<file path="config.mk">
export PLATFORM = sky130hd
export DESIGN_NAME = flash_host
export DESIGN_NICKNAME = d
export VERILOG_FILES = /design/src/rtl/flash_host_pkg.sv /design/src/rtl/flash_host.sv
export SDC_FILE = /design/constraint.sdc
export NUM_CORES = 1
export LEC_CHECK = 0
export BUFFER_PORTS_ARGS = -buffer_cell sky130_fd_sc_hd__buf_4
export CAP_MARGIN = 5
export CORE_UTILIZATION = 65
export DETAILED_ROUTE_END_ITERATION = 10
export GPL_ROUTABILITY_DRIVEN = 1
export PLACE_DENSITY = 0.83
export SLEW_MARGIN = 5
export SYNTH_ARGS = -nofsm -noshare
export SYNTH_HDL_FRONTEND = slang
export SYNTH_SLANG_ARGS = --single-unit
</file>
<file path="constraint.sdc">
create_clock -name ref_clk -period 14.7 [get_ports ref_clk]
set_input_delay 1.47 -clock ref_clk [delete_from_list [all_inputs] [get_ports ref_clk]]
set_output_delay 1.47 -clock ref_clk [all_outputs]
set_load 0.005 [all_outputs]
</file>
<file path="src/rtl/flash_host_pkg.sv">
package flash_host_pkg;

  // ***************************************************************
  // timing
  // ***************************************************************
  localparam int CLK_PERIOD_NS = 10;
  localparam int SCK_PERIOD_NS = 80;
  // one serial clock period is split into four equal quarters
  localparam int QTR_CYC = SCK_PERIOD_NS / (4 * CLK_PERIOD_NS);
  localparam int CS_HIGH_NS = 50;
  localparam int CS_HIGH_CYC = (CS_HIGH_NS + CLK_PERIOD_NS - 1) /
                               CLK_PERIOD_NS;

  // ***************************************************************
  // quarters of a serial clock period
  // ***************************************************************
  localparam logic [1:0] Q_RISE = 2'h0;
  localparam logic [1:0] Q_FALL = 2'h2;
  localparam logic [1:0] Q_LOW_LATE = 2'h3;

  // ***************************************************************
  // field sizes in bits
  // ***************************************************************
  localparam logic [5:0] INSTR_BITS = 6'h08;
  localparam logic [5:0] ADDR3_BITS = 6'h18;
  localparam logic [5:0] ADDR4_BITS = 6'h20;
  localparam logic [5:0] BYTE_BITS = 6'h08;

  // ***************************************************************
  // pin levels
  // ***************************************************************
  // write protect and reset lanes held high while not in use
  localparam logic [3:0] IO_IDLE_OUT = 4'hc;
  localparam logic [3:0] IO_IDLE_OE = 4'hc;

  // ***************************************************************
  // types
  // ***************************************************************
  typedef enum logic [1:0] {
    LANE_1 = 2'b00,
    LANE_2 = 2'b01,
    LANE_4 = 2'b10
  } lane_width_t;

  typedef enum logic [1:0] {
    DIR_NONE = 2'b00,
    DIR_WRITE = 2'b01,
    DIR_READ = 2'b10
  } data_dir_t;

  typedef enum logic [3:0] {
    PH_IDLE = 4'b0000,
    PH_SETUP = 4'b0001,
    PH_INSTR = 4'b0010,
    PH_ADDR = 4'b0011,
    PH_MODE = 4'b0100,
    PH_WRITE = 4'b0101,
    PH_DUMMY = 4'b0110,
    PH_READ = 4'b0111,
    PH_FINISH = 4'b1000,
    PH_GAP = 4'b1001
  } phase_t;

endpackage

</file>
<file path="src/rtl/flash_host.sv">
// Summary of operation
// - clock mode 0 or 3 only, chosen per command
// - host holds clock low in mode 0, high in mode 3 when idle
// - cycles run falling edge to falling edge; mode 0 starts at select
// - command opens with an instruction byte then optional fields
// - 1-1-1, 1-2-2 and 1-4-4 lane widths are supported
// - all-quad mode carries every field four bits at a time
// - select stays low for the whole command
// - continuous read leaves out the instruction byte
// - 24 or 32 bit address, one bit group per transfer edge
// - low bit of a group on lane 0, higher bits on higher lanes
// - mode bits follow the address at the address rate
// - host keeps the clock running through latency
// - no-data commands end on a whole number of bytes
// - most significant bit first, bytes in rising address order
// - host makes a select falling edge before the first command
`timescale 1ns/1ps
`default_nettype none

module flash_host (
  input wire logic ref_clk,
  input wire logic rst_n,
  input wire logic start,
  input wire logic spi_mode3,
  input wire logic ddr,
  input wire logic [7:0] cmd_op,
  input wire logic has_instr,
  input wire flash_host_pkg::lane_width_t instr_width,
  input wire flash_host_pkg::lane_width_t addr_width,
  input wire flash_host_pkg::lane_width_t data_width,
  input wire logic has_addr,
  input wire logic addr4,
  input wire logic [31:0] addr,
  input wire logic has_mode,
  input wire logic [7:0] mode_bits,
  input wire logic [4:0] dummy_cycles,
  input wire flash_host_pkg::data_dir_t data_dir,
  input wire logic [15:0] data_len,
  input wire logic [7:0] wr_data,
  input wire logic [3:0] io_in,
  output logic busy,
  output logic done,
  output logic wr_take,
  output logic rd_valid,
  output logic [7:0] rd_data,
  output logic sck,
  output logic cs_n,
  output logic [3:0] io_out,
  output logic [3:0] io_oe
);
  import flash_host_pkg::*;

  // ***************************************************************
  // helpers
  // ***************************************************************
  function automatic logic [5:0] beats_of(input logic [5:0] bits,
                                          input lane_width_t w);
    beats_of = bits >> w;
  endfunction

  function automatic logic [5:0] lane_bits(input lane_width_t w);
    lane_bits = 6'h01 << w;
  endfunction

  // lanes 2 and 3 stay high outside quad groups
  function automatic logic [3:0] drive_of(input logic [31:0] s,
                                          input lane_width_t w);
    case (w)
      LANE_4: drive_of = s[31:28];
      LANE_2: drive_of = {2'b11, s[31:30]};
      default: drive_of = {2'b11, 1'b0, s[31]};
    endcase
  endfunction

  function automatic logic [3:0] oe_of(input lane_width_t w,
                                       input logic drive);
    if (drive) begin
      oe_of = (w == LANE_1) ? 4'hd : 4'hf;
    end else begin
      oe_of = (w == LANE_4) ? 4'h0 : 4'hc;
    end
  endfunction

  function automatic logic [7:0] take_in(input logic [7:0] r,
                                         input logic [3:0] io,
                                         input lane_width_t w);
    case (w)
      LANE_4: take_in = {r[3:0], io};
      LANE_2: take_in = {r[5:0], io[1:0]};
      default: take_in = {r[6:0], io[1]};
    endcase
  endfunction

  // ***************************************************************
  // state
  // ***************************************************************
  logic [3:0] io_meta;
  logic [3:0] io_sync;
  logic c_mode3;
  logic c_ddr;
  logic [7:0] c_op;
  logic c_has_instr;
  lane_width_t c_iw;
  lane_width_t c_aw;
  lane_width_t c_dw;
  logic c_has_addr;
  logic c_a4;
  logic [31:0] c_addr;
  logic c_has_mode;
  logic [7:0] c_mode;
  logic [4:0] c_dummy;
  data_dir_t c_dir;
  phase_t phase;
  logic [1:0] q;
  logic [3:0] qcnt;
  logic [31:0] sh;
  logic [5:0] beats;
  logic [4:0] dcnt;
  logic [15:0] left;
  logic [7:0] rsh;
  logic [3:0] gcnt;

  // ***************************************************************
  // decode
  // ***************************************************************
  wire qevent = (qcnt == 4'(QTR_CYC - 1));
  wire [1:0] q_n = q + 2'h1;
  wire gap_done = (gcnt == 4'(CS_HIGH_CYC - 1));
  wire in_shift = (phase == PH_INSTR) || (phase == PH_ADDR) ||
                  (phase == PH_MODE) || (phase == PH_WRITE);
  wire cur_ddr = c_ddr && (phase != PH_INSTR);
  // single rate launches on falling edge
  wire lp_cur = cur_ddr ? q_n[0] : (q_n == Q_FALL);
  wire exhausted = qevent && ((phase == PH_SETUP) ||
                   (in_shift && beats == 6'h00 && lp_cur));

  phase_t data_step;
  phase_t after_mode;
  phase_t after_addr;
  phase_t after_instr;
  phase_t nxt;
  phase_t eff;
  assign data_step = (c_dir == DIR_WRITE) ? PH_WRITE :
                     (c_dir == DIR_READ) ?
                     ((c_dummy == 5'h00) ? PH_READ : PH_DUMMY) : PH_FINISH;
  // mode bits straight after the address
  assign after_mode = data_step;
  assign after_addr = c_has_mode ? PH_MODE : after_mode;
  assign after_instr = c_has_addr ? PH_ADDR : after_addr;

  always_comb begin
    case (phase)
      PH_SETUP: nxt = c_has_instr ? PH_INSTR : after_instr;
      PH_INSTR: nxt = after_instr;
      PH_ADDR: nxt = after_addr;
      PH_MODE: nxt = after_mode;
      PH_WRITE: nxt = (left != 16'h0000) ? PH_WRITE : PH_FINISH;
      default: nxt = PH_FINISH;
    endcase
  end
  assign eff = exhausted ? nxt : phase;

  lane_width_t eff_w;
  assign eff_w = (eff == PH_INSTR) ? c_iw :
                 (eff == PH_ADDR || eff == PH_MODE) ? c_aw : c_dw;

  // fields left aligned so the top bits leave first
  logic [31:0] ld_sh;
  logic [5:0] ld_beats;
  always_comb begin
    case (nxt)
      PH_INSTR: ld_sh = {c_op, 24'h000000};
      PH_ADDR: ld_sh = c_a4 ? c_addr : {c_addr[23:0], 8'h00};
      PH_MODE: ld_sh = {c_mode, 24'h000000};
      default: ld_sh = {wr_data, 24'h000000};
    endcase
    case (nxt)
      PH_INSTR: ld_beats = beats_of(INSTR_BITS, c_iw);
      PH_ADDR: ld_beats = beats_of(c_a4 ? ADDR4_BITS : ADDR3_BITS, c_aw);
      PH_MODE: ld_beats = beats_of(BYTE_BITS, c_aw);
      default: ld_beats = beats_of(BYTE_BITS, c_dw);
    endcase
  end

  wire [31:0] eff_sh = exhausted ? ld_sh : sh;
  wire [5:0] eff_beats = exhausted ? ld_beats : beats;
  wire eff_shift = (eff == PH_INSTR) || (eff == PH_ADDR) ||
                   (eff == PH_MODE) || (eff == PH_WRITE);
  // first double rate group waits for the low quarter
  wire lp_eff = (c_ddr && eff != PH_INSTR) ? q_n[0] : (q_n == Q_FALL);
  wire launch = qevent && eff_shift && lp_eff && eff_beats != 6'h00;
  wire load_wr = exhausted && nxt == PH_WRITE;
  // read data taken on rising edges, or every edge
  wire read_edge = qevent && phase == PH_READ &&
                   (q_n == Q_RISE || (c_ddr && q_n == Q_FALL));
  wire rbyte_done = read_edge && beats == 6'h01;
  // a double rate frame may end at the low quarter; select then rises at
  // the next event instead of letting one more rising edge out
  wire cs_end = qevent && phase == PH_FINISH &&
                (q_n == Q_LOW_LATE || q == Q_LOW_LATE);
  wire [7:0] r_next = take_in(rsh, io_sync, c_dw);

  // ***************************************************************
  // input synchroniser
  // ***************************************************************
  // first stage feeds only the second
  always_ff @(posedge ref_clk or negedge rst_n) begin
    if (!rst_n) begin
      io_meta <= 4'h0;
      io_sync <= 4'h0;
    end else begin
      io_meta <= io_in;
      io_sync <= io_meta;
    end
  end

  // ***************************************************************
  // command capture
  // ***************************************************************
  // a start is only taken while idle; data lengths of zero mean none
  always_ff @(posedge ref_clk or negedge rst_n) begin
    if (!rst_n) begin
      c_mode3 <= 1'b0;
      c_ddr <= 1'b0;
      c_op <= 8'h00;
      c_has_instr <= 1'b0;
      c_iw <= LANE_1;
      c_aw <= LANE_1;
      c_dw <= LANE_1;
      c_has_addr <= 1'b0;
      c_a4 <= 1'b0;
      c_addr <= 32'h00000000;
      c_has_mode <= 1'b0;
      c_mode <= 8'h00;
      c_dummy <= 5'h00;
      c_dir <= DIR_NONE;
    end else if (phase == PH_IDLE && start) begin
      // mode 0 or 3 chosen per command
      c_mode3 <= spi_mode3;
      c_ddr <= ddr;
      c_op <= cmd_op;
      c_has_instr <= has_instr;
      c_iw <= instr_width;
      c_aw <= addr_width;
      c_dw <= data_width;
      c_has_addr <= has_addr;
      c_a4 <= addr4;
      c_addr <= addr;
      c_has_mode <= has_mode;
      c_mode <= mode_bits;
      c_dummy <= dummy_cycles;
      c_dir <= (data_len == 16'h0000) ? DIR_NONE : data_dir;
    end
  end

  // ***************************************************************
  // quarter timer
  // ***************************************************************
  // clock keeps running through latency
  always_ff @(posedge ref_clk or negedge rst_n) begin
    if (!rst_n) begin
      qcnt <= 4'h0;
      q <= 2'h1;
    end else if (phase == PH_IDLE || phase == PH_GAP) begin
      qcnt <= 4'h0;
      q <= 2'h1;
    end else begin
      qcnt <= qevent ? 4'h0 : qcnt + 4'h1;
      q <= qevent ? q_n : q;
    end
  end

  // ***************************************************************
  // sequencer
  // ***************************************************************
  always_ff @(posedge ref_clk or negedge rst_n) begin
    if (!rst_n) begin
      phase <= PH_IDLE;
      sh <= 32'h00000000;
      beats <= 6'h00;
      dcnt <= 5'h00;
      left <= 16'h0000;
      gcnt <= 4'h0;
    end else begin
      case (phase)
        PH_IDLE: begin
          gcnt <= 4'h0;
          left <= data_len;
          if (start) begin
            phase <= PH_SETUP;
          end
        end
        PH_DUMMY: begin
          if (qevent && q_n == Q_FALL) begin
            if (dcnt == 5'h01) begin
              phase <= PH_READ;
              beats <= beats_of(BYTE_BITS, c_dw);
            end else begin
              dcnt <= dcnt - 5'h01;
            end
          end
        end
        PH_READ: begin
          if (read_edge) begin
            if (beats == 6'h01) begin
              beats <= beats_of(BYTE_BITS, c_dw);
              left <= left - 16'h0001;
              // read ends only by raising select
              if (left == 16'h0001) begin
                phase <= PH_FINISH;
              end
            end else begin
              beats <= beats - 6'h01;
            end
          end
        end
        // select rises after the last whole byte
        PH_FINISH: begin
          if (cs_end) begin
            phase <= PH_GAP;
          end
        end
        PH_GAP: begin
          gcnt <= gcnt + 4'h1;
          if (gap_done) begin
            phase <= PH_IDLE;
          end
        end
        default: begin
          if (qevent) begin
            phase <= eff;
            sh <= launch ? eff_sh << lane_bits(eff_w) : eff_sh;
            beats <= launch ? eff_beats - 6'h01 : eff_beats;
          end
          if (exhausted) begin
            dcnt <= c_dummy;
          end
          if (load_wr) begin
            left <= left - 16'h0001;
          end
        end
      endcase
    end
  end

  // ***************************************************************
  // pins
  // ***************************************************************
  always_ff @(posedge ref_clk or negedge rst_n) begin
    if (!rst_n) begin
      cs_n <= 1'b1;
      sck <= 1'b0;
      io_out <= IO_IDLE_OUT;
      io_oe <= IO_IDLE_OE;
    end else begin
      // select low from start to finish
      // select falls two cycles after start
      // the clock takes its idle level first, so a mode change never
      // makes a clock edge while the device is selected
      if (phase == PH_SETUP) begin
        cs_n <= 1'b0;
      end else if (cs_end) begin
        cs_n <= 1'b1;
      end
      // idle clock level follows the mode
      if (phase == PH_IDLE) begin
        sck <= start ? spi_mode3 : c_mode3;
      end else if (phase == PH_GAP) begin
        sck <= c_mode3;
      end else if (qevent && !cs_end) begin
        sck <= (q_n < 2'h2);
      end
      // low bit of each group on lane 0
      if (launch) begin
        io_out <= drive_of(eff_sh, eff_w);
        io_oe <= oe_of(eff_w, 1'b1);
      end else if (exhausted && (eff == PH_DUMMY || eff == PH_READ)) begin
        io_out <= IO_IDLE_OUT;
        io_oe <= oe_of(c_dw, 1'b0);
      end else if (phase == PH_GAP) begin
        // reset lane driven high one cycle after select rises
        io_out <= IO_IDLE_OUT;
        io_oe <= IO_IDLE_OE;
      end
    end
  end

  // ***************************************************************
  // user side
  // ***************************************************************
  // write bytes are consumed one at a time, no buffer is kept
  always_ff @(posedge ref_clk or negedge rst_n) begin
    if (!rst_n) begin
      busy <= 1'b0;
      done <= 1'b0;
      wr_take <= 1'b0;
      rd_valid <= 1'b0;
      rd_data <= 8'h00;
      rsh <= 8'h00;
    end else begin
      busy <= (phase == PH_IDLE) ? start : !(phase == PH_GAP && gap_done);
      done <= phase == PH_GAP && gap_done;
      wr_take <= load_wr;
      rd_valid <= rbyte_done;
      if (read_edge) begin
        rsh <= r_next;
      end
      // first byte read is the lowest address
      if (rbyte_done) begin
        rd_data <= r_next;
      end
    end
  end

endmodule

`default_nettype wire

</file>
-- Yosys cells after proc, flatten, opt, wreduce, memory -nomap -nowiden
Cells that the tools add are included.
- bits in registers: 177
- bits in latches: 0
- bits in writable memories: 0
- ROM bits: 0
- input bits: 98
- output and inout bits: 22
- word-level logic and storage cells: 223
- memories: 0
- add/subtract/negate cells: 7
- multiply operators: 0
- div/mod/pow operators: 0
- order comparisons: 1
- equality and inequality tests: 44
- shift-type cells: 6
- mux-type cells: 67
- bitwise logic cells: 4
- reductions and logical operators: 60
- operator list (kind ; number):
    2-to-1 mux 32 bit ; 3
    2-to-1 mux 4 bit ; 24
    case mux 32 bit (3 select lines) ; 1
    2-to-1 mux 16 bit ; 3
    2-to-1 mux 6 bit ; 8
    case mux 16 bit (3 select lines) ; 1
    == test 4 x 3 -> 1 bit, second input constant ; 11
    case mux 4 bit (5 select lines) ; 2
    case mux 6 bit (3 select lines) ; 2
    left shift 32 x 6 -> 32 bit ; 1
    == test 4 x 2 -> 1 bit, second input constant ; 6
    logical AND 1 bit ; 20
    right shift 4 x 2 -> 6 bit, first input constant ; 3
    == test 16 x 1 -> 1 bit, second input constant ; 1
    logical NOT 16 bit ; 1
    case mux 4 bit (2 select lines) ; 2
    case mux 8 bit (2 select lines) ; 1
    nonzero test 16 bit ; 1
    subtractor 16 x 1 -> 16 bit, second input constant ; 1
    2-to-1 mux 5 bit ; 3
    != test 2 bit, second input constant ; 7
    == test 2 bit, second input constant ; 6
    logical OR 1 bit ; 12
    2-to-1 mux 2 bit ; 6
    other kinds (32) ; 63

-- Longest topological paths before layout
- word-level depth: 19
- depth in mapped cells: 25
- depth with buffers taken out: 19

-- Worst setup path after synthesis
No wires, ideal clock.
- kind: register -> register
- start: register q[0]
- end: register sh[30]
- library setup time: 124 ps
- arrival time: 5702 ps
- data required time: 14576 ps
- slack: 8874 ps
- cell stages (with the launch flop): 23
- buffers on the path: 8
- clock period less this slack: 5826 ps
- cells stage by stage: dfstp_2 > ha_1 > nor2_1 > or4b_4 > nor4_4 > or2_1 > buf_6 > buf_8 > buf_2 > buf_2 > o21a_1 > o22ai_1 > nand2_1 > mux2_2 > a21oi_1 > ha_1 > clkbuf_1 > buf_1 > clkbuf_1 > buf_1 > o21ai_0 > o21ba_2 > o31a_1
- word-level cells in the longest chain between the ends: 15
- RTL lines (what ; RTL line ; source):
    start, declared ; flash_host.sv:114 ; logic [1:0] q;
    start signal, assigned ; flash_host.sv:269 ; q <= qevent ? q_n : q;
    adder 2 x 1 -> 2 bit * ; flash_host.sv:127 ; wire [1:0] q_n = q + 2'h1;
    parallel branches: the longest is 13 deep, another holds left shift 32 x 6 -> 32 bit ; -- ;
    2-to-1 mux 32 bit * ; flash_host.sv:332 ; sh <= launch ? eff_sh << lane_bits(eff_w) : eff_sh;
    end signal, assigned ; flash_host.sv:332 ;
    end, declared ; flash_host.sv:116 ; logic [31:0] sh;
Every way passes the cells marked *.
A chain may end at the register's enable or synchronous reset.

-- Worst setup path after layout
- start: register phase[1]
- end: register sh[31]
- word-level cells in the longest chain between the ends: 17
- RTL lines (what ; RTL line ; source):
    start, declared ; flash_host.sv:113 ; phase_t phase;
    start signal, assigned ; flash_host.sv:278 ; phase <= PH_IDLE;
    start signal, assigned ; flash_host.sv:290 ; phase <= PH_SETUP;
    start signal, assigned ; flash_host.sv:296 ; phase <= PH_READ;
    parallel branches: the longest is 17 deep, another holds == test 4 x 2 -> 1 bit ; -- ;
Parallel ways; which one is timed is not known.

==> reports/qor.tcl <==
set qor(worst_path_dominant_cell_family) {multiplexers}
set qor(cts_post_setup_buffers_inserted) 0
set qor(final.period_utilization_pct) 41.1
set qor(worstPathBufferInverterCount) 2
set qor(prevailing_post_synth_register_cell) {sky130_fd_sc_hd__dfrtp_1}
set qor(switching_share_pct) 46.6
set qor(synth.largest_area_cell) {sky130_fd_sc_hd__dfrtp_1}
set qor(initial_core_util_pct) 66.6
set qor(drt.antenna.violating_nets) 0
set qor(hold_slack_ps) 357
set qor(final_design_area_no_fill_um2) 13100
set qor(finish.net_count) 1407
set qor(maxSlewHeadroom_pct) 34.7
set qor(first_pass_grt_wire_length_um) 51000
set qor(cts_inserted_buffers) 17
set qor(cts_tree) {yes}
set qor(highest_net_fanout_along_the_worst_path) 41
set qor(routed_wirelength_um) 32000
set qor(cpPeakStageDelay_ps) 900
set qor(clock-root-buffer) {sky130_fd_sc_hd__clkbuf_16}
set qor(worstSkewPairLatency_ps) 440
set qor(peakVddDrop_mv) 0.176
set qor(report.final.slew_viol_count) 0
set qor(layout-drive-gt1-share_pct) 23.4
set qor(ctsHtreeMaxLevel) 4
set qor(min_path_cells) 0
set qor(reg2reg_slack_ps) 8660
set qor(number_of_antenna_violations_at_the_first_check_in_global_routing) 0
set qor(worstHoldEndpoint) {io_sync[3]$_DFF_PN0_}
set qor(worst_slack_ps) 8660
set qor(final_common_cell) {sky130_fd_sc_hd__dfrtp_1}
set qor(layout_common_cells) {sky130_fd_sc_hd__dfrtp_1 (171), sky130_fd_sc_hd__buf_4 (133), sky130_fd_sc_hd__nand2_1 (125), sky130_fd_sc_hd__mux2i_1 (99), sky130_fd_sc_hd__nor2_1 (94)}
set qor(drc_errors) 0
set qor(diodes) 0
set qor(min_path_type) {reg -> reg}
set qor(finalHoldViolations) 0
set qor(fin_setup_tns_ps) 0
set qor(dpl.hpwl_um) 22800
set qor(die_area_um2) 18300
set qor(yosys.area.top_type_share_pct) 37.0
set qor(synth.top_cells.by_area) {sky130_fd_sc_hd__dfrtp_1 (37%), sky130_fd_sc_hd__mux2_2 (9.0%), sky130_fd_sc_hd__mux2i_1 (8.6%)}
set qor(design.core.area_um2) 17400
set qor(placed_cell_area_um2) 12500
set qor(max-cap-violations) 0
set qor(floorplan.rows) 48
set qor(io_buffers) 119
set qor(worstPathCellList) {xnor2_1, or4b_4, nor4_4, or2_2, mux2_2, nand2_1, o22ai_1, nand2_1, mux2_2, a21oi_1, ha_2, buf_4, inv_1, mux4_2, mux2i_1, o32ai_1, a211o_1, o21ai_1}
set qor(reg2reg_from) {phase[1]$_DFFE_PN0P_}
set qor(tightest_slew_ps) 979
set qor(via_count) 10000
set qor(dp_worst_setup_slack_ps) 8760
set qor(path_clk_slew_ps) 70
set qor(synth_cell_types) 81
set qor(grt_util_all_layers_pct) 36.3
set qor(wl_per_cell_um) 21.1
set qor(p_seq_share_pct) 27.4
set qor(synth-seq-area-share_pct) 38.2
set qor(worstSetupEndpointType) {register}
set qor(postSynth.asyncResetShare_pct) 100
set qor(clock_path_buffers) 2
set qor(finalCriticalPeriod_ps) 6040
set qor(setup-violations-final) 0
set qor(outcome) {finished, final reports clean}
set qor(gp_congestion) 0.966
set qor(timing.critical_path.arrival_ps) 6400
set qor(share_clk_of_total_power_pct) 15.3
set qor(postCtsHoldBufs) 0
set qor(syn_area_per_cell_um2) 9.55
set qor(grt_setup_unrepaired) {no}
set qor(post_synth_inst_count) 1210
set qor(yosysWarnings) 0
set qor(postSynthNetCount) 1336
set qor(combinationalPowerShare_pct) 57.3
set qor(worstSetupStartpointType) {register}
set qor(leakagePower_nw) 5.57
set qor(design.portCount) 120
set qor(crit-reg2reg-capture) {sh[31]$_DFFE_PN0P_}
set qor(first_global_vias) 9374
set qor(worstPathRequired_ps) 15060
set qor(areaGrowthSynthToFinish_pct) 13.4
set qor(synth-edff-count) 0
set qor(max_freq_ghz) 0.166
set qor(hp-start) {io_meta[3]$_DFF_PN0_}
set qor(power_report.internal_total_mw) 1.67
set qor(die_width_um) 135
set qor(synth_seq_cells) 176
set qor(n_fill_cell) 1218
set qor(route.detailed.vias_per_inst) 6.60
set qor(power-per-cell-area_nw_per_um2) 239
set qor(post_synth_instance_area_um2) 11600
set qor(drtIter0Drc) 1180
set qor(report.power.total_mw) 3.14
set qor(cts.repair.resized) 0
set qor(worst_path_max_delay_cell) {sky130_fd_sc_hd__dfrtp_1}
set qor(dieHeight_um) 135
set qor(dr.pass1.iters) 6
set qor(switchingPower_mw) 1.46
set qor(r2r_cells) 18
set qor(gr-total-overflow) 0
set qor(maximum_number_of_pins_on_one_net_before_global_route_repair) 104
set qor(critical_path_class) {reg -> reg}
set qor(number_of_sinks_driven_by_the_clock_tree) 176
set qor(timing.clock.skew_ps) 11.6
-- sequential cells by signal, summed over array words and instances (netlist names), 6 cells and up --
register	count
c_addr	32
sh	32
left	16
c_mode	8
c_op	8
rd_data	8
rsh	7
beats	6
-- synth_stat cells (5+ instances only) --
master                       n
sky130_fd_sc_hd__buf_2       9
sky130_fd_sc_hd__o31ai_1     8
sky130_fd_sc_hd__clkbuf_1   51
sky130_fd_sc_hd__a31oi_1    13
sky130_fd_sc_hd__nand3_1    32
sky130_fd_sc_hd__mux4_2     19
sky130_fd_sc_hd__o22ai_1     7
sky130_fd_sc_hd__nor3_1     15
sky130_fd_sc_hd__ha_1       28
sky130_fd_sc_hd__inv_1      36
sky130_fd_sc_hd__nor3b_1     5
sky130_fd_sc_hd__o21a_1      5
sky130_fd_sc_hd__nand4_1     5
sky130_fd_sc_hd__nor2b_1    13
sky130_fd_sc_hd__dfstp_2     5
sky130_fd_sc_hd__a21oi_1    66
sky130_fd_sc_hd__dfrtp_1   171
sky130_fd_sc_hd__and2_1     10
sky130_fd_sc_hd__nor2_1     94
sky130_fd_sc_hd__o21ai_0    87
sky130_fd_sc_hd__o211ai_1    9
sky130_fd_sc_hd__a211oi_1   15
sky130_fd_sc_hd__nand2_1   126
sky130_fd_sc_hd__and3_1     11
sky130_fd_sc_hd__mux2i_1    99
sky130_fd_sc_hd__xnor2_1    14
sky130_fd_sc_hd__buf_1      13
sky130_fd_sc_hd__mux2_2     92
sky130_fd_sc_hd__nor4_1     14
sky130_fd_sc_hd__a22oi_1    11
sky130_fd_sc_hd__nand2b_1    8
sky130_fd_sc_hd__xor2_1      5
sky130_fd_sc_hd__a221oi_1    6
sky130_fd_sc_hd__or3_1      11
-- area by class of cell --
type                            count  area (um2)  share of cell area (%)
Clock buffer                       17         425                    3.25
Clock inverter                     15         193                    1.47
Multi-Input combinational cell    913        6640                    50.7
Tap cell                          225         282                    2.15
Inverter                           39         146                    1.12
Timing Repair Buffer              134        1010                    7.70
Sequential cell                   176        4410                    33.7
-- routing by layer --
metal	GRT usage (%)	up-vias	share of wire, %
met1	53.8	4841	44
li1	-	4560	-
met5	0	-	0
met4	10.4	0	2.1
met3	9.65	65	11
met2	51.9	557	43
-- per-stage QoR --
stage,utilization (%),std cells
after floorplan,-,1210
after global placement,71.9,1487
after detailed placement,71.9,1487
after CTS,75.5,1519
after global routing,75.5,1519
final,75.5,1519
-- worst max-delay path by stage --
stage	start	end	slack, ps	cells after the start
floorplan	q[0]$_DFFE_PN1P_	sh[30]$_DFFE_PN0P_	8870	22
global placement	phase[1]$_DFFE_PN0P_	sh[31]$_DFFE_PN0P_	9030	18
detailed placement	phase[1]$_DFFE_PN0P_	sh[31]$_DFFE_PN0P_	8760	18
CTS	phase[1]$_DFFE_PN0P_	sh[31]$_DFFE_PN0P_	8760	18
global route	phase[1]$_DFFE_PN0P_	sh[31]$_DFFE_PN0P_	8190	18
finish	phase[1]$_DFFE_PN0P_	sh[31]$_DFFE_PN0P_	8660	18
-- power groups by stage --
stage	Clock [mW]	Sequential [mW]	Combinational (mW)
4_1_cts	0.483	0.852	1.76
5_1_grt	0.500	0.880	1.95
3_5_place_dp	0	0.856	1.75
6_report	0.480	0.860	1.80
2_1_floorplan	0	0.777	1.38
3_3_place_gp	0	0.846	1.71
-- logic make-up (layout without fill, tap and decap cells) --
group	Yosys count	in the layout	synth area share, %
compound gates	287	287	16.0
xor+xnor	19	19	1.44
fa+ha+maj	28	28	3.03
buf+inv	121	205	4.51
flops	176	176	38.2
mux	211	211	21.4
simple gates	368	368	15.5
Power figures use the tool's default switching activity.
